**config.mk**
```make
export PLATFORM = sky130hd
export DESIGN_NAME = bdr_regs
export DESIGN_NICKNAME = d
export VERILOG_FILES = /design/src/inc/bdr_pkg.sv /design/src/rtl/bdr_regs.sv
export SDC_FILE = /design/constraint.sdc
export NUM_CORES = 1
export LEC_CHECK = 0
export BUFFER_PORTS_ARGS = -buffer_cell sky130_fd_sc_hd__clkbuf_2
export CORE_AREA = 2 2 104 106
export DETAILED_ROUTE_END_ITERATION = 8
export DIE_AREA = 0 0 106 108
export PLACE_DENSITY = 0.7
export RECOVER_POWER = 25
export SLEW_MARGIN = 20
export SYNTH_ARGS = -nofsm -noshare
export SYNTH_HDL_FRONTEND = slang
export SYNTH_SLANG_ARGS = --single-unit
```
**constraint.sdc**
```tcl
create_clock -name ref_clk_i -period 7 [get_ports ref_clk_i]
set_input_delay 1.4 -clock ref_clk_i [delete_from_list [all_inputs] [get_ports ref_clk_i]]
set_output_delay 1.4 -clock ref_clk_i [all_outputs]
set_load 0.05 [all_outputs]
```
**src/inc/bdr_pkg.sv**
```systemverilog
// bdr_pkg: register map, field positions, reset values and carrier types
// for the bridge driver diagnostic, mask and control register bank.
// assumes a 16-bit serial word: address 15:12, write flag 11, data 10:1, parity 0.
package bdr_pkg;
  // word layout
  localparam int ADDR_HI = 15;
  localparam int ADDR_LO = 12;
  localparam int WR_BIT = 11;
  localparam int DATA_HI = 10;
  localparam int DATA_LO = 1;
  localparam int PAR_BIT = 0;
  localparam int DATA_W = 10;

  // register addresses (printed index)
  localparam logic [3:0] ADR_VERIFY_LOW = 4'h8;
  localparam logic [3:0] ADR_VERIFY_HIGH = 4'h9;
  localparam logic [3:0] ADR_MASK_GATE_UV = 4'hA;
  localparam logic [3:0] ADR_MASK_DRAIN_OV = 4'hB;
  localparam logic [3:0] ADR_FLAGS_GATE_UV = 4'hC;
  localparam logic [3:0] ADR_FLAGS_DRAIN_OV = 4'hD;
  localparam logic [3:0] ADR_FLAGS_SUPPLY = 4'hE;
  localparam logic [3:0] ADR_CONTROL = 4'hF;

  // field positions inside the 10-bit data field (word bit minus one)
  localparam int F_HI_A = 9; // word bit 10
  localparam int F_HI_B = 8; // word bit 9
  localparam int F_MID_A = 7; // word bit 8
  localparam int F_MID_B = 6; // word bit 7
  localparam int F_PH_B = 5; // word bit 6
  localparam int F_PH_A = 4; // word bit 5
  localparam int F_Q3 = 3; // word bit 4
  localparam int F_Q2 = 2; // word bit 3
  localparam int F_Q1 = 1; // word bit 2
  localparam int F_Q0 = 0; // word bit 1

  // writable bit masks per register
  localparam logic [9:0] MASK_WR_BITS = 10'h3CF;
  localparam logic [9:0] CTRL_WR_BITS = 10'h3CF;
  localparam logic [9:0] MASK_RESET = 10'h000;
  localparam logic [9:0] CTRL_RESET = 10'h040; // stop on fault set

  // fault pin source encodings
  localparam logic [1:0] PIN_FAULT_N = 2'h0;
  localparam logic [1:0] PIN_PULSE = 2'h1;
  localparam logic [1:0] PIN_TEMP = 2'h2;
  localparam logic [1:0] PIN_SENSE = 2'h3;

  // raw detector levels from the analog comparators
  typedef struct packed {
    logic aux3_overvoltage;
    logic aux3_undervoltage;
    logic bootstrap_uv; // any phase, unused; the mask gate acts on the per-phase bits
    logic temp_warning;
    logic [3:0] gate_uv; // b_high, b_low, a_high, a_low
    logic regulator_overvoltage;
    logic regulator_undervoltage;
    logic logic_overvoltage;
    logic [3:0] drain_ov; // b_high, b_low, a_high, a_low
    logic supply_overvoltage;
    logic supply_undervoltage;
    logic b_bootstrap_uv;
    logic a_bootstrap_uv;
    logic b_overcurrent;
    logic a_overcurrent;
    logic load_open_fault;
  } bdr_fault_raw_t;

  // verification results from the verify engine (same clock)
  typedef struct packed {
    logic phase_b_connect_result;
    logic phase_a_connect_result;
    logic bridge_supply_disconnect_result;
    logic low_sense_b_disconnect_result;
    logic low_sense_a_disconnect_result;
    logic phase_b_state_result;
    logic phase_a_state_result;
    logic amp_b_disconnect_result;
    logic amp_a_disconnect_result;
  } bdr_verify_t;

  // summary status toward the status register
  typedef struct packed {
    logic load_fault_summary;
    logic gate_uv_summary;
    logic drain_ov_summary;
    logic bootstrap_uv;
    logic supply_range;
    logic regulator_range;
    logic aux3_range;
    logic temp_warning;
    logic logic_overvoltage;
  } bdr_summary_t;
endpackage

```
**src/rtl/bdr_regs.sv**
```systemverilog
// bdr_regs: diagnostic, mask and control register bank of the bridge driver.
// assumes a serial framer on ref_clk_i hands over each received 16-bit word
// as a one-cycle strobe and shifts out the answer word on the next frame.
// Operation
// - every word carries an odd-parity bit at bit 0, checked on receive and made on reply.
// - verify result low is read-only with the five connect and disconnect results, reset 0.
// - verify result high is read-only with the two phase states and two amplifier results, reset 0.
// - gate undervoltage mask holds four gate fault disables, 0 permits, 1 disables, reset 0.
// - the same mask also disables aux rail over and under voltage, bootstrap and temperature.
// - drain overvoltage mask holds four drain fault disables, 0 permits, 1 disables, reset 0.
// - the same mask also disables regulator over and under, supply range and logic overvoltage.
// - first flag register is read-only with aux rail and four gate undervoltage faults, reset 0.
// - second flag register is read-only with regulator and four drain overvoltage faults.
// - third flag register is read-only with supply, bootstrap, overcurrent and open load faults.
// - a two-bit field picks the fault pin source while the strobe is high, default low-true fault.
// - a control bit set to 1 disables the bootstrap manager, default 0.
// - stop on fault resets to 1; at 1 a load, gate or drain fault stops the bridge, at 0 it is only reported.
// - four gate command bits for both phases, high and low side, reset 0.
// - summary bits are formed from the detailed flags: load, gate and drain groups.
`timescale 1ns/1ps
module bdr_regs #(
  parameter int PULSE_CYC = 16 // half period of the pulsed fault pin, in cycles
) (
  input wire logic ref_clk_i, // 40 MHz device clock
  input wire logic reset_i, // synchronous, active high
  input wire logic word_valid_i, // one-cycle strobe, received word ready
  input wire logic [15:0] word_i, // received serial word
  output logic reply_valid_o, // one-cycle strobe, reply word loaded
  output logic [15:0] reply_o, // reply word with odd parity
  output logic parity_error_o, // one-cycle pulse on a bad-parity word
  input wire bdr_pkg::bdr_fault_raw_t fault_raw_i, // async detector levels
  input wire bdr_pkg::bdr_verify_t verify_i, // verify engine results
  input wire logic serial_strobe_n_i, // serial strobe pin, async
  input wire logic [3:0] gate_cmd_pin_i, // direct logic inputs, async, active high
  output logic [3:0] gate_drive_o, // gate demand: b_hi, b_lo, a_hi, a_lo
  output logic bridge_stop_o, // bridge held off by a fault
  output logic bootstrap_mgr_en_o, // bootstrap manager active
  output logic [1:0] fault_pin_source_select_o, // source field for the pin mux
  output logic diag_pin_o, // digital level for the fault pin
  output logic diag_pin_oe_o, // high while the block drives the fault pin
  output bdr_pkg::bdr_summary_t summary_o // summary flags for status
);
  localparam int PCNT_W = $clog2(PULSE_CYC + 1);

  // two-flop synchronisers for everything from pins and analog
  bdr_pkg::bdr_fault_raw_t fault_s1_q, fault_s2_q;
  logic strobe_s1_q, strobe_s2_q;
  logic [3:0] pin_s1_q, pin_s2_q;

  // no reset on these flops; the ten-cycle reset hold flushes them
  always_ff @(posedge ref_clk_i)
  begin
    fault_s1_q <= fault_raw_i;
    fault_s2_q <= fault_s1_q;
    strobe_s1_q <= serial_strobe_n_i;
    strobe_s2_q <= strobe_s1_q;
    pin_s1_q <= gate_cmd_pin_i;
    pin_s2_q <= pin_s1_q;
  end

  // word decode
  wire logic [3:0] w_addr = word_i[bdr_pkg::ADDR_HI:bdr_pkg::ADDR_LO];
  wire logic w_wr = word_i[bdr_pkg::WR_BIT];
  wire logic [9:0] w_data = word_i[bdr_pkg::DATA_HI:bdr_pkg::DATA_LO];
  wire logic parity_ok = ^word_i;
  wire logic take = word_valid_i && parity_ok;
  wire logic do_wr = take && w_wr;

  // address hits, one per register that has state in this bank
  wire logic hit_mask0 = w_addr == bdr_pkg::ADR_MASK_GATE_UV;
  wire logic hit_mask1 = w_addr == bdr_pkg::ADR_MASK_DRAIN_OV;
  wire logic hit_ctrl = w_addr == bdr_pkg::ADR_CONTROL;
  wire logic hit_flag0 = w_addr == bdr_pkg::ADR_FLAGS_GATE_UV;
  wire logic hit_flag1 = w_addr == bdr_pkg::ADR_FLAGS_DRAIN_OV;
  wire logic hit_flag2 = w_addr == bdr_pkg::ADR_FLAGS_SUPPLY;

  // writable registers; read-only addresses never reach them
  logic [9:0] mask0_q, mask1_q, ctrl_q;
  wire logic [9:0] mask0_d = (w_data & bdr_pkg::MASK_WR_BITS) | (mask0_q & ~bdr_pkg::MASK_WR_BITS);
  wire logic [9:0] mask1_d = (w_data & bdr_pkg::MASK_WR_BITS) | (mask1_q & ~bdr_pkg::MASK_WR_BITS);
  wire logic [9:0] ctrl_d = (w_data & bdr_pkg::CTRL_WR_BITS) | (ctrl_q & ~bdr_pkg::CTRL_WR_BITS);

  // register update; a bad-parity word never gets here, so it cannot write
  always_ff @(posedge ref_clk_i)
  begin
    if (reset_i)
    begin
      mask0_q <= bdr_pkg::MASK_RESET;
      mask1_q <= bdr_pkg::MASK_RESET;
      ctrl_q <= bdr_pkg::CTRL_RESET;
    end
    else
    begin
      if (do_wr && hit_mask0)
        mask0_q <= mask0_d;
      if (do_wr && hit_mask1)
        mask1_q <= mask1_d;
      if (do_wr && hit_ctrl)
        ctrl_q <= ctrl_d;
    end
  end

  // control fields
  wire logic [1:0] pin_sel = ctrl_q[bdr_pkg::F_HI_A:bdr_pkg::F_HI_B];
  wire logic bsm_dis = ctrl_q[bdr_pkg::F_MID_A];
  wire logic stop_en = ctrl_q[bdr_pkg::F_MID_B];
  wire logic [3:0] ser_cmd = ctrl_q[bdr_pkg::F_Q3:bdr_pkg::F_Q0];

  // masked fault events; a set mask bit blocks the fault everywhere
  wire logic [3:0] gate_uv_m = fault_s2_q.gate_uv & ~mask0_q[bdr_pkg::F_Q3:bdr_pkg::F_Q0];
  wire logic aux_ov_m = fault_s2_q.aux3_overvoltage & ~mask0_q[bdr_pkg::F_HI_A];
  wire logic aux_uv_m = fault_s2_q.aux3_undervoltage & ~mask0_q[bdr_pkg::F_HI_B];
  wire logic bsu_en = ~mask0_q[bdr_pkg::F_MID_A];
  wire logic temp_m = fault_s2_q.temp_warning & ~mask0_q[bdr_pkg::F_MID_B];

  // drain mask register gates drain, regulator and logic supply faults
  wire logic [3:0] drain_ov_m = fault_s2_q.drain_ov & ~mask1_q[bdr_pkg::F_Q3:bdr_pkg::F_Q0];
  wire logic reg_ov_m = fault_s2_q.regulator_overvoltage & ~mask1_q[bdr_pkg::F_HI_A];
  wire logic reg_uv_m = fault_s2_q.regulator_undervoltage & ~mask1_q[bdr_pkg::F_HI_B];
  wire logic range_en = ~mask1_q[bdr_pkg::F_MID_A];
  wire logic lov_m = fault_s2_q.logic_overvoltage & ~mask1_q[bdr_pkg::F_MID_B];

  // one mask bit covers two detectors; overcurrent and open load stay unmasked
  wire logic sup_ov_m = fault_s2_q.supply_overvoltage & range_en;
  wire logic sup_uv_m = fault_s2_q.supply_undervoltage & range_en;
  wire logic b_bsu_m = fault_s2_q.b_bootstrap_uv & bsu_en;
  wire logic a_bsu_m = fault_s2_q.a_bootstrap_uv & bsu_en;

  // set vectors laid out as the flag registers read
  logic [9:0] set0, set1, set2;
  always_comb
  begin
    // first flags: aux rail and gate undervoltage
    set0 = '0;
    set0[bdr_pkg::F_HI_A] = aux_ov_m;
    set0[bdr_pkg::F_HI_B] = aux_uv_m;
    set0[bdr_pkg::F_Q3:bdr_pkg::F_Q0] = gate_uv_m;
    // second flags: regulator and drain overvoltage
    set1 = '0;
    set1[bdr_pkg::F_HI_A] = reg_ov_m;
    set1[bdr_pkg::F_HI_B] = reg_uv_m;
    set1[bdr_pkg::F_Q3:bdr_pkg::F_Q0] = drain_ov_m;
    // third flags: supply, bootstrap and load faults
    set2 = '0;
    set2[bdr_pkg::F_HI_A] = sup_ov_m;
    set2[bdr_pkg::F_HI_B] = sup_uv_m;
    set2[bdr_pkg::F_MID_B] = b_bsu_m;
    set2[bdr_pkg::F_PH_B] = a_bsu_m;
    set2[bdr_pkg::F_Q2] = fault_s2_q.b_overcurrent;
    set2[bdr_pkg::F_Q1] = fault_s2_q.a_overcurrent;
    set2[bdr_pkg::F_Q0] = fault_s2_q.load_open_fault;
  end

  // sticky flags, cleared by a read of their register; a fault still
  // present in the clearing cycle sets the bit again, so none is lost
  logic [9:0] flag0_q, flag1_q, flag2_q;
  wire logic rd_clr0 = take && !w_wr && hit_flag0;
  wire logic rd_clr1 = take && !w_wr && hit_flag1;
  wire logic rd_clr2 = take && !w_wr && hit_flag2;

  // a word with the write flag set reads the flags but leaves them alone
  always_ff @(posedge ref_clk_i)
  begin
    if (reset_i)
    begin
      flag0_q <= '0;
      flag1_q <= '0;
      flag2_q <= '0;
    end
    else
    begin
      flag0_q <= (rd_clr0 ? '0 : flag0_q) | set0;
      flag1_q <= (rd_clr1 ? '0 : flag1_q) | set1;
      flag2_q <= (rd_clr2 ? '0 : flag2_q) | set2;
    end
  end

  // summaries built from the latched detailed flags
  wire logic load_sum = |flag2_q[bdr_pkg::F_Q2:bdr_pkg::F_Q0];
  wire logic gate_sum = |flag0_q[bdr_pkg::F_Q3:bdr_pkg::F_Q0];
  wire logic drain_sum = |flag1_q[bdr_pkg::F_Q3:bdr_pkg::F_Q0];
  wire logic bsu = flag2_q[bdr_pkg::F_MID_B] | flag2_q[bdr_pkg::F_PH_B];

  // any latched flag or live warning counts for the fault pin
  wire logic any_fault = load_sum | gate_sum | drain_sum | bsu | temp_m | lov_m |
    (|flag0_q) | (|flag1_q) | (|flag2_q);

  // stop on fault: bridge faults only, and only while enabled
  wire logic stop_now = stop_en && (load_sum || gate_sum || drain_sum);

  // serial commands and direct pins merge; either side can turn a gate on
  wire logic [3:0] cmd_mix = ser_cmd | pin_s2_q;

  // verify result words
  logic [9:0] vres0, vres1;
  always_comb
  begin
    // low word: connect and disconnect results, data bit 2 unused
    vres0 = '0;
    vres0[bdr_pkg::F_PH_B] = verify_i.phase_b_connect_result;
    vres0[bdr_pkg::F_PH_A] = verify_i.phase_a_connect_result;
    vres0[bdr_pkg::F_Q3] = verify_i.bridge_supply_disconnect_result;
    vres0[bdr_pkg::F_Q1] = verify_i.low_sense_b_disconnect_result;
    vres0[bdr_pkg::F_Q0] = verify_i.low_sense_a_disconnect_result;
    // high word: phase states and amplifier results, data bit 2 unused
    vres1 = '0;
    vres1[bdr_pkg::F_PH_A] = verify_i.phase_b_state_result;
    vres1[bdr_pkg::F_Q3] = verify_i.phase_a_state_result;
    vres1[bdr_pkg::F_Q1] = verify_i.amp_b_disconnect_result;
    vres1[bdr_pkg::F_Q0] = verify_i.amp_a_disconnect_result;
  end

  // read data select; addresses outside this bank answer zero data
  wire logic [9:0] rd_data =
    (w_addr == bdr_pkg::ADR_VERIFY_LOW) ? vres0 :
    (w_addr == bdr_pkg::ADR_VERIFY_HIGH) ? vres1 :
    hit_mask0 ? mask0_q :
    hit_mask1 ? mask1_q :
    hit_flag0 ? flag0_q :
    hit_flag1 ? flag1_q :
    hit_flag2 ? flag2_q :
    hit_ctrl ? ctrl_q : '0;

  // reply carries the address back with the write flag cleared
  wire logic [14:0] reply_body = {w_addr, 1'b0, rd_data};
  wire logic [15:0] reply_d = {reply_body, ~(^reply_body)};

  // reply word, sampled before the write lands so a write echoes old data
  always_ff @(posedge ref_clk_i)
  begin
    if (reset_i)
    begin
      reply_o <= '0;
      reply_valid_o <= 1'b0;
      parity_error_o <= 1'b0;
    end
    else
    begin
      reply_valid_o <= take;
      parity_error_o <= word_valid_i && !parity_ok;
      if (take)
        reply_o <= reply_d;
    end
  end

  // pulse-fault timebase: one-cycle enable every PULSE_CYC cycles
  logic [PCNT_W-1:0] pcnt_q;
  logic pulse_q;
  wire logic pulse_tick = pcnt_q == PCNT_W'(PULSE_CYC - 1);
  always_ff @(posedge ref_clk_i)
  begin
    if (reset_i)
    begin
      pcnt_q <= '0;
      pulse_q <= 1'b0;
    end
    else
    begin
      pcnt_q <= pulse_tick ? '0 : pcnt_q + PCNT_W'(1);
      if (pulse_tick)
        pulse_q <= any_fault ? ~pulse_q : 1'b0;
    end
  end

  // fault pin mux; the sense path is analog, so the digital level rests low
  wire logic pin_level =
    (pin_sel == bdr_pkg::PIN_FAULT_N) ? ~any_fault :
    (pin_sel == bdr_pkg::PIN_PULSE) ? pulse_q :
    (pin_sel == bdr_pkg::PIN_TEMP) ? temp_m : 1'b0;

  // registered outputs
  always_ff @(posedge ref_clk_i)
  begin
    if (reset_i)
    begin
      gate_drive_o <= '0;
      bridge_stop_o <= 1'b0;
      bootstrap_mgr_en_o <= 1'b1;
      fault_pin_source_select_o <= bdr_pkg::PIN_FAULT_N;
      diag_pin_o <= 1'b1;
      diag_pin_oe_o <= 1'b0;
      summary_o <= '0;
    end
    else
    begin
      gate_drive_o <= stop_now ? 4'h0 : cmd_mix;
      bridge_stop_o <= stop_now;
      bootstrap_mgr_en_o <= ~bsm_dis;
      fault_pin_source_select_o <= pin_sel;
      diag_pin_o <= pin_level;
      diag_pin_oe_o <= strobe_s2_q;
      // summary levels trail the latched flags and the live warnings by one cycle
      summary_o.load_fault_summary <= load_sum;
      summary_o.gate_uv_summary <= gate_sum;
      summary_o.drain_ov_summary <= drain_sum;
      summary_o.bootstrap_uv <= bsu;
      summary_o.supply_range <= |flag2_q[bdr_pkg::F_HI_A:bdr_pkg::F_HI_B];
      summary_o.regulator_range <= |flag1_q[bdr_pkg::F_HI_A:bdr_pkg::F_HI_B];
      summary_o.aux3_range <= |flag0_q[bdr_pkg::F_HI_A:bdr_pkg::F_HI_B];
      summary_o.temp_warning <= temp_m;
      summary_o.logic_overvoltage <= lov_m;
    end
  end
endmodule // bdr_regs

```
### Word level (Yosys, flattened, before mapping)

Cells that the tools add are included.

| word-level totals | value |
|---|---|
| register bits | 154 |
| input bits | 55 |
| output and inout bits | 37 |
| word-level logic and storage cells | 158 |

| operators by class | value |
|---|---|
| add/subtract/negate cells | 1 |
| equal/unequal tests | 11 |
| mux-type cells | 15 |
| bitwise logic cells | 42 |
| reductions and logical operators | 29 |

Operators by type and width:

| kind | count |
|---|---|
| 2-to-1 mux 10 bit | 11 |
| == test 4 bit (second input constant) | 8 |
| OR 10 bit | 3 |
| OR 10 x 6 -> 10 bit | 3 |
| OR reduction 10 bit | 3 |
| XOR reduction 16 bit | 1 |
| XOR reduction 15 bit | 1 |
| NOT 1 bit | 12 |
| logical AND 1 bit | 11 |
| AND 1 bit | 10 |
| OR reduction 2 bit | 5 |
| OR 1 bit | 9 |
| AND 4 bit | 2 |
| NOT 4 bit | 2 |
| OR reduction 4 bit | 2 |
| adder 5 x 1 -> 5 bit (second input constant) | 1 |
| == test 5 x 4 -> 1 bit (second input constant) | 1 |
| 2-to-1 mux 1 bit | 4 |
| OR 4 bit | 1 |
| OR reduction 3 bit | 1 |
| == test 2 x 1 -> 1 bit (second input constant) | 1 |
| == test 2 bit (second input constant) | 1 |
| zero test 1 bit | 2 |
| zero test 2 bit | 1 |
| logical OR 1 bit | 2 |

### Longest topological paths before layout

Gate-level depths: netlist (run 1).

| depth | value |
|---|---|
| word-level depth | 11 |
| mapped depth | 11 |
| depth with buffers taken out | 9 |

### Worst setup path before layout (run 1)

Ideal clock, no wire load.

| timing | value |
|---|---|
| path kind | input to register |
| start point | in word_i[12] |
| end point | reg reply_o[0] |
| setup time | 79 ps |
| arrival | 3479 ps |
| data required time | 6921 ps |
| path slack | 3442 ps |
| stages on the path | 10 |
| path buffers | 1 |
| cells stage by stage | inv_1 -> ha_1 -> buf_2 -> or3b_1 -> o211a_1 -> a32oi_2 -> xnor3_1 -> xnor2_2 -> xnor3_1 -> a211oi_2 |

| between the ends | value |
|---|---|
| cells in the longest elaborated chain, start to end | 11 |
| elaborated cells on any way between the ends | 20 |
| classes of those cells | 8 x eq/ne; 8 x mux; 1 x bitwise; 3 x reduce/logical |

Ends and longest elaborated chain:

| what | line | text |
|---|---|---|
| start: declaration | bdr_regs.sv:27 | `input wire logic [15:0] word_i,` |
| == test 4 bit | bdr_regs.sv:72 | `wire logic hit_ctrl = w_addr == bdr_pkg::ADR_CONTROL;` |
| 2-to-1 mux 10 bit | bdr_regs.sv:222 | `hit_ctrl ? ctrl_q : '0;` |
| 2-to-1 mux 10 bit | bdr_regs.sv:221 | `hit_flag2 ? flag2_q :` |
| 2-to-1 mux 10 bit | bdr_regs.sv:220 | `hit_flag1 ? flag1_q :` |
| 2-to-1 mux 10 bit | bdr_regs.sv:219 | `hit_flag0 ? flag0_q :` |
| 2-to-1 mux 10 bit | bdr_regs.sv:218 | `hit_mask1 ? mask1_q :` |
| 2-to-1 mux 10 bit | bdr_regs.sv:217 | `hit_mask0 ? mask0_q :` |
| 2-to-1 mux 10 bit | bdr_regs.sv:216 | `(w_addr == bdr_pkg::ADR_VERIFY_HIGH) ? vres1 :` |
| 2-to-1 mux 10 bit | bdr_regs.sv:215 | `(w_addr == bdr_pkg::ADR_VERIFY_LOW) ? vres0 :` |
| XOR reduction 15 bit | bdr_regs.sv:226 | `wire logic [15:0] reply_d = {reply_body, ~(^reply_body)};` |
| NOT 1 bit | bdr_regs.sv:226 |  |
| end signal: assignment | bdr_regs.sv:242 | `reply_o <= reply_d;` |
| end: declaration | bdr_regs.sv:29 | `output logic [15:0] reply_o,` |

Several ways; a longest one is shown, not always the timed one.
A chain may end at the register's enable or synchronous reset.

### Worst setup path after layout (run 1)

Ends and elaborated chain as after synthesis.

==> results of run 1 <==
[power by group through the flow]
stage / registers [uW] / clock network [uW] / logic [uW]
after CTS: 850 / 826 / 282
final: 850 / 811 / 280
after detailed placement: 867 / 0 / 280
after floorplan: 931 / 0 / 150
after global placement: 865 / 0 / 276
after global routing: 854 / 869 / 302
[cell usage after synthesis, drive strengths merged (4+ instances only)]
cell type | count | area [um^2]
a211oi | 4 | 35.0
a21oi | 37 | 185
a221oi | 4 | 35.0
a22oi | 4 | 30.0
buf | 9 | 58.8
clkbuf | 16 | 60.1
dfxtp | 137 | 2740
ha | 8 | 100
inv | 17 | 63.8
mux2i | 26 | 260
nand2 | 29 | 109
nand2b | 4 | 25.0
nand3 | 9 | 45.0
nand4 | 5 | 50.1
nor2 | 72 | 270
nor2b | 18 | 115
nor3 | 7 | 35.0
nor3b | 5 | 37.5
o21a | 4 | 30.0
o21ai | 11 | 55.1
xnor2 | 14 | 130
xnor3 | 5 | 113
[layout make-up]
| type | count | area [um^2] |
|---|---|---|
| well taps | 136 | 170 |
| clock buffers | 24 | 480 |
| repair buffers | 90 | 453 |
| multi-input cells | 307 | 1990 |
| clock inverters | 7 | 67.6 |
| inverters | 17 | 63.8 |
| fillers | 894 | 4260 |
| flip-flops and latches | 137 | 2740 |
[flip-flops by register name, indices dropped and copies added (netlist names), 5 cells and up]
register    count
flag0_q         6
mask1_q         8
flag2_q         7
mask0_q         8
flag1_q         6
fault_s2_q     21
fault_s1_q     21
ctrl_q          8
reply_o        15
summary_o       9
pcnt_q          5
[routing by layer]
metal | global-route usage, % | routed length, um
met3 | 5.06 | 533
met4 | 8.27 | 198
met5 | 0 | 0
met2 | 35.1 | 5490
met1 | 25.3 | 4900
[critical path, stage by stage]
cell,delay [ns]
clkbuf_2,0.14
inv_1,0.10
ha_1,0.77
nor2b_2,0.24
a221o_1,0.36
a32oi_2,0.28
xnor3_1,0.42
xnor2_2,0.16
xnor3_1,0.35
a211oi_2,0.21
[through the flow]
stage | instances | power [uW] | hold slack (ns) | worst slack [ns] | util [%]
4_1_cts | 718 | 1960 | 0.324 | 3.09 | 58.4
6_report | 718 | 1940 | 0.320 | 3.00 | 58.4
2_1_floorplan | 486 | 1080 | 0.310 | 3.44 | -
5_1_grt | 718 | 2020 | 0.323 | 2.88 | 58.4
3_3_place_gp | 687 | 1140 | 0.311 | 2.59 | 53.0
3_5_place_dp | 687 | 1150 | 0.312 | 2.56 | 53.0
[kinds of logic (layout without fill, tap and decap cells)]
group / after synthesis / in the layout / synth area share [%]
and+or+nand+nor: 167 / 167 / 16.6
DFF: 137 / 137 / 55.8
AOI/OAI and AO/OA: 81 / 81 / 10.6
buffers and inverters: 42 / 138 / 3.71
muxes: 28 / 28 / 5.75
xor gates and xnor gates: 22 / 22 / 5.47
adders and majority gates: 8 / 8 / 2.04
other: 1 / 1 / 0.0762
[worst max path at each step]
stage,cells past startpoint,slack [ns],startpoint,endpoint
finish,10,3.00,word_i[12],reply_o[0]
global route,10,2.88,word_i[12],reply_o[0]
CTS,10,3.09,word_i[12],reply_o[0]
detailed placement,10,2.56,word_i[12],reply_o[0]
global placement,10,2.59,word_i[12],reply_o[0]
floorplan,10,3.44,word_i[12],reply_o[0]
==> impl_metrics.ini, run 1 <==
[outcome]
status = finished, final reports clean

[clocking]
cts_num_sinks = 137
postCtsSetupBuffers = 0
clockBufferDepth = 2
cts.hold.buffers_added = 0
cts_repair_resize_count = 0
ctsHtreeMaxLevel = 4
root_buffer = clkbuf_8
cts_tree = yes
clk_transition_reported_paths_ns = 0.06
insertion_delay_ns = 0.51
cts_made_buffers = 17

[power]
power_frac_clock_pct = 41.8
net_switching_power_of_the_design_uw = 513
power.density_cell_area_nw_per_um2 = 325
seqPwrFrac_pct = 43.8
pwr-share-comb_pct = 14.4
power_report.internal_total_uw = 1430
total_leakage_power_uw = 0.00272
switching_share_pct = 26.4
peakVddDrop_mv = 0.195

[timing]
timing_hold_violations_final = 0
fin_worst_skew_ns = 0.00498
finalSetupViolCount = 0
relSlewSlack_pct = 37.9
period_minus_slack_ns = 4.00
tightest_slew_ns = 0.932
setup-tns-final_ns = 0
timing.final.max_slew_violations = 0
setup_repair_after_global_routing_missed_its_margin = false
timing.fmax_mhz = 250
layout_worst_path_cycle_share_pct = 57.1

[setup_path]
startpoint_type = input pin
r2r_setup_slk_ns = 4.61
crit_path_end_kind = register
required_time_worst_endpoint_ns = 7.43
data_arrival_time_of_the_critical_path_ns = 4.43
r2r-start = ctrl_q[8]
crit_path_max_fanout = 26
worstSetupPathType = input pin to register
crit-reg2reg-capture = reply_o[0]
reg2regPathDepth = 7

[placed_design]
dpl-instance-area_um2 = 5420
globalplace.congestion = 0.901
hpwl_um = 8010
numPortBuffers = 89

[die]
fp.dieH_um = 108
initial_core_util_pct = 48.1
rows = 37
die-area_um2 = 11400
io-pin-count = 92
die_w_um = 106
core_um2 = 10200

[logic_synthesis]
ys_types = 54
synth.yosys.warnings = 0
syn-instance-count = 486
asyncSetResetFlopFracSynth_pct = 0
synth_edf_count = 0
syn-cell-area_um2 = 4920
post_synth.cell_area_avg_um2 = 10.1
ys_seq_area_share_pct = 55.8
ys_dominant_reg_cell = dfxtp_1
synth_nets = 549
synth_seq_cells = 137

[cells_and_area]
num_antenna_cells = 0
layout_common_cells = dfxtp_1 (137), clkbuf_2 (89), nor2_1 (72)
finish.net_count = 633
drive_above_1_share_pct = 22.3
layout.cell_area.non_filler_um2 = 5970
commonest_non_fill_non_tap_cell_in_the_layout = dfxtp_1
area_growth_pct = 21.4

[global_routing]
number_of_antenna_violations_at_the_first_check_in_global_routing = 0
grt_overflow_total = 0
first_global_vias = 3536
grt_util_all_layers_pct = 20.6
grt_max_degree = 83
grt_first_pass_wirelength_um = 17900

[route]
antenna_left = 0
first_iter_violations = 261
detail_route.vias_per_cell = 5.09
vias = 3658
drtPass1Iterations = 4
post-route-drc-count = 0
totalWireLength_um = 11100
routed_wire_length_per_instance_um = 15.5

[min_path]
worstHoldPathType = register to register
worst_hold_path.endpoint = fault_s2_q[2]
timing.hold.worst.start = fault_s1_q[2]
worstHoldPathCells = 0

[flow_run]
timing.max_cap.violations = 0
Note: power is estimated with default switching activity, not from simulation.
==> inputs of run 2 (changes only) <==
Settings changed: PLACE_DENSITY 0.7 to 0.73.
Clock period 7 ns to 3.52 ns, I/O delays scaled along.
==> run 2 against run 1 <==
Clock skew down 0.00075 ns. Sequential share of layout area down 1.7 points. Global-route usage down 0.30 points. Power up 130%. Register-to-register slack worse by 3.4 ns. Sequential cell count unchanged. Final cell count up 1.5%. Utilization up 2.3 points. Largest power group is now clock.
==> impl_metrics.ini, run 2 (same netlist as run 1, synthesis figures left out) <==
[outcome]
status = finished, final reports clean

[timing]
layout_worst_path_cycle_share_pct = 82.1
period_minus_slack_ns = 2.89
timing.fmax_mhz = 346
relSlewSlack_pct = 45.6
fin_worst_skew_ns = 0.00424
setup_repair_after_global_routing_missed_its_margin = false
timing.final.max_slew_violations = 0
tightest_slew_ns = 0.815
timing_hold_violations_final = 0
setup-tns-final_ns = 0
finalSetupViolCount = 0

[setup_path]
crit_path_max_fanout = 7
crit_path_end_kind = register
startpoint_type = input pin
worstSetupPathType = input pin to register
r2r-start = flag1_q[2]
data_arrival_time_of_the_critical_path_ns = 3.34
worstSetupEndpoint = reply_o[0]
crit-reg2reg-capture = reply_o[0]
required_time_worst_endpoint_ns = 3.97
r2r_setup_slk_ns = 1.17
reg2regPathDepth = 7
cp-startpoint = word_i[12]

[die]
io-pin-count = 92
die-area_um2 = 11400
initial_core_util_pct = 48.1
rows = 37
core_um2 = 10200
die_w_um = 106
fp.dieH_um = 108

[placed_design]
hpwl_um = 8010
globalplace.congestion = 0.996
numPortBuffers = 89

[cells_and_area]
commonest_non_fill_non_tap_cell_in_the_layout = dfxtp_1
layout_common_cells = dfxtp_1 (137), clkbuf_2 (89), nor2_1 (72)
drive_above_1_share_pct = 24.3
layout_top_registers = fault_s1_q x21, fault_s2_q x21, reply_o x15
num_antenna_cells = 0
fill_cells = 837
area_growth_pct = 26.2
finish.net_count = 643

[global_routing]
first_global_vias = 3682
grt_util_all_layers_pct = 20.3
grt_max_degree = 44
number_of_antenna_violations_at_the_first_check_in_global_routing = 0
grt_overflow_total = 0
grt_first_pass_wirelength_um = 17500

[clocking]
cts_made_buffers = 17
root_buffer = clkbuf_8
cts.hold.buffers_added = 0
cts_num_sinks = 137
clk_transition_reported_paths_ns = 0.06
cts_repair_resize_count = 0
postCtsSetupBuffers = 0
insertion_delay_ns = 0.53
clockBufferDepth = 2
ctsHtreeMaxLevel = 4
cts_tree = yes

[route]
post-route-drc-count = 0
detail_route.vias_per_cell = 5.33
totalWireLength_um = 11200
antenna_left = 0
drtPass1Iterations = 5
vias = 3887
routed_wire_length_per_instance_um = 15.4
first_iter_violations = 269

[power]
total_leakage_power_uw = 0.00284
power.density_cell_area_nw_per_um2 = 704
total_power_uw = 4370
peakVddDrop_mv = 0.288

[flow_run]
timing.max_cap.violations = 0

[min_path]
worstHoldPathType = input pin to register
==> run 2: metrics by stage <==
| step | instances | worst slack [ns] | hold WS [ns] | instance area [um^2] | utilization (%) |
|---|---|---|---|---|---|
| 2_1_floorplan | 486 | 0.658 | 0.310 | 4920 | - |
| 3_3_place_gp | 697 | 0.270 | 0.311 | 5500 | 53.7 |
| 3_5_place_dp | 697 | 0.140 | 0.312 | 5500 | 53.7 |
| 4_1_cts | 729 | 0.675 | 0.255 | 6210 | 60.7 |
| 5_1_grt | 729 | 0.496 | 0.256 | 6210 | 60.7 |
| 6_report | 729 | 0.629 | 0.273 | 6210 | 60.7 |
==> run 2: layout make-up <==
class                   instances  area (um^2)  share of cell area (%)
flip-flops and latches        137         2740                    44.2
clock inverters                15          295                    4.76
multi-input cells             307         1990                    32.1
clock buffers                  17          414                    6.67
inverters                      17         63.8                    1.03
repair buffers                100          528                    8.51
well taps                     136          170                    2.74
==> run 2: worst min-delay path by stage <==
| stage | startpoint | endpoint | slack (ns) | depth (start not counted) |
|---|---|---|---|---|
| finish | gate_cmd_pin_i[0] | pin_s1_q[0] | 0.27 | 1 |
| detailed placement | fault_s1_q[20] | fault_s2_q[20] | 0.31 | 0 |
| global route | gate_cmd_pin_i[0] | pin_s1_q[0] | 0.26 | 1 |
| global placement | fault_s1_q[16] | fault_s2_q[16] | 0.31 | 0 |
| CTS | gate_cmd_pin_i[0] | pin_s1_q[0] | 0.26 | 1 |
| floorplan | fault_s1_q[0] | fault_s2_q[0] | 0.31 | 0 |
==> run 2: layer usage <==
| metal | vias to the layer above | part of all wire, % | track usage [%] |
|---|---|---|---|
| li1 | 1842 | - | - |
| met1 | 1813 | 42 | 24.0 |
| met2 | 187 | 47 | 33.1 |
| met3 | 45 | 7.1 | 5.85 |
| met4 | 0 | 4.2 | 12.1 |
| met5 | - | 0 | 0 |
==> run 2: worst max-delay path, stage by stage <==
cell	delay, ns
clkbuf_2	0.15
inv_1	0.08
ha_1	0.29
buf_4	0.19
nor2_1	0.37
o311a_1	0.25
o22ai_1	0.12
xnor3_1	0.43
xnor2_2	0.15
xnor3_1	0.38
a211oi_2	0.22
==> run 2: power breakdown <==
| part | leakage (uW) | total, uW | internal [uW] | switching (uW) |
|---|---|---|---|---|
| logic | 0.00137 | 576 | 202 | 375 |
| clock network | 0.000339 | 2110 | 1440 | 664 |
| registers | 0.00114 | 1690 | 1650 | 44.1 |
| total | 0.00284 | 4370 | 3290 | 1080 |
==> inputs of run 3 (changes only) <==
Clock period 3.52 ns to 2.5 ns, I/O delays scaled along.
==> run 3 against run 2 <==
Die area unchanged. Routed wire length up 11%. Power up 30%. Clock power up 12%.
==> impl_metrics.ini, run 3 (same netlist as run 1, synthesis figures left out) <==
[route]
vias = 3930
drtPass1Iterations = 4
post-route-drc-count = 0
antenna_left = 0
first_iter_violations = 138
routed_wire_length_per_instance_um = 16.0
detail_route.vias_per_cell = 5.05
totalWireLength_um = 12500

[cells_and_area]
num_antenna_cells = 0
post-route-util_pct = 63.5
area_growth_pct = 32.1
layout.cell_area.non_filler_um2 = 6500
layout_common_cells = dfxtp_1 (137), clkbuf_2 (88), nor2_1 (71)
layout_top_registers = fault_s1_q x21, fault_s2_q x21, reply_o x15
fill_cells = 897
drive_above_1_share_pct = 30.5
finish.net_count = 692
commonest_non_fill_non_tap_cell_in_the_layout = dfxtp_1
layout.cells.non_filler = 778

[die]
initial_core_util_pct = 48.1
die_w_um = 106
rows = 37
core_um2 = 10200
io-pin-count = 92
die-area_um2 = 11400
fp.dieH_um = 108

[clocking]
cts.hold.buffers_added = 0
cts_num_sinks = 137
cts_tree = yes
ctsHtreeMaxLevel = 4
clockBufferDepth = 2
cts_made_buffers = 17
root_buffer = clkbuf_8
insertion_delay_ns = 0.51
postCtsSetupBuffers = 0
clk_transition_reported_paths_ns = 0.06

[timing]
fin_worst_setup_slack_ns = 0.125
timing.final.max_slew_violations = 0
layout_worst_path_cycle_share_pct = 95.0
fin_worst_skew_ns = 0.00673
tightest_slew_ns = 0.533
finalSetupViolCount = 0
timing_hold_violations_final = 0
setup_repair_after_global_routing_missed_its_margin = false
timing.fmax_mhz = 421
period_minus_slack_ns = 2.38
hold_slack_ns = 0.0804
relSlewSlack_pct = 64.2

[power]
peakVddDrop_mv = 0.498
total_leakage_power_uw = 0.00302
power.density_cell_area_nw_per_um2 = 876

[placed_design]
place_inst = 746
post-place-ws_ns = -0.443
globalplace.congestion = 0.930
numPortBuffers = 89
dpl-instance-area_um2 = 5930
hpwl_um = 9450

[setup_path]
crit_path_end_kind = register
data_arrival_time_of_the_critical_path_ns = 2.81
crit-reg2reg-capture = diag_pin_o
r2r-start = flag0_q[2]
reg2regPathDepth = 5
startpoint_type = input pin
cp-startpoint = word_i[12]
r2r_setup_slk_ns = 0.32
required_time_worst_endpoint_ns = 2.93
crit_path_max_fanout = 7
worstSetupPathType = input pin to register

[global_routing]
grt_util_all_layers_pct = 22.8
grt_max_degree = 42
first_global_vias = 3973
grt_overflow_total = 0
number_of_antenna_violations_at_the_first_check_in_global_routing = 0
grt_first_pass_wirelength_um = 19700

[min_path]
timing.hold.worst.start = fault_raw_i[20]
worst_hold_path.endpoint = fault_s1_q[20]
worstHoldPathCells = 1
worstHoldPathType = input pin to register

[flow_run]
timing.max_cap.violations = 0

[outcome]
status = finished, final reports clean
run 3: power breakdown:
part	internal, uW	switching (uW)
combinational	386	553
sequential	2320	64.5
clock	1430	942
run 3: what timing repair did:
action / in CTS / in global routing
endpoints found under the hold margin: 0 / 0
endpoints found under the setup margin: 0 / 1
resized for setup: 0 / 2
run 3: critical path: stages:
cell	delay, ns
clkbuf_2	0.11
ha_1	0.33
nor2b_2	0.21
buf_4	0.16
a221oi_1	0.27
o32ai_1	0.12
nor2_1	0.33
xor2_1	0.22
xnor3_1	0.33
a211oi_2	0.22
run 3: area by class of cell:
type	count	area, um^2	area share (%)
multi-input cells	307	2020	31.2
flip-flops and latches	137	2740	42.2
inverters	17	63.8	0.982
well taps	136	170	2.62
clock buffers	19	422	6.49
repair buffers	149	932	14.3
clock inverters	13	144	2.21
run 3: layer usage:
metal  GRT usage, %  vias to the layer above  routed length (um)
met5              0                        -                   0
met4           7.42                        0                 206
met3           6.75                       14                 664
met2           39.7                      131                6160
met1           27.0                     1846                5440
li1               -                     1939                   -
run 3: how the worst max path moves through the flow:
stage / end / slack (ns) / cells after the start
final: reply_o[0] / 0.12 / 10
after global routing: reply_o[0] / 0.02 / 10
after CTS: reply_o[0] / 0.08 / 11
after detailed placement: reply_o[0] / -0.44 / 11
after global placement: reply_o[0] / -0.37 / 11
after floorplan: reply_o[0] / 0.02 / 10
run 3: metrics by stage:
step	TNS (ns)	total power (uW)
2_1_floorplan	0	3030
3_3_place_gp	-4.95	3350
3_5_place_dp	-5.73	3370
4_1_cts	0	5720
5_1_grt	0	5910
6_report	0	5690
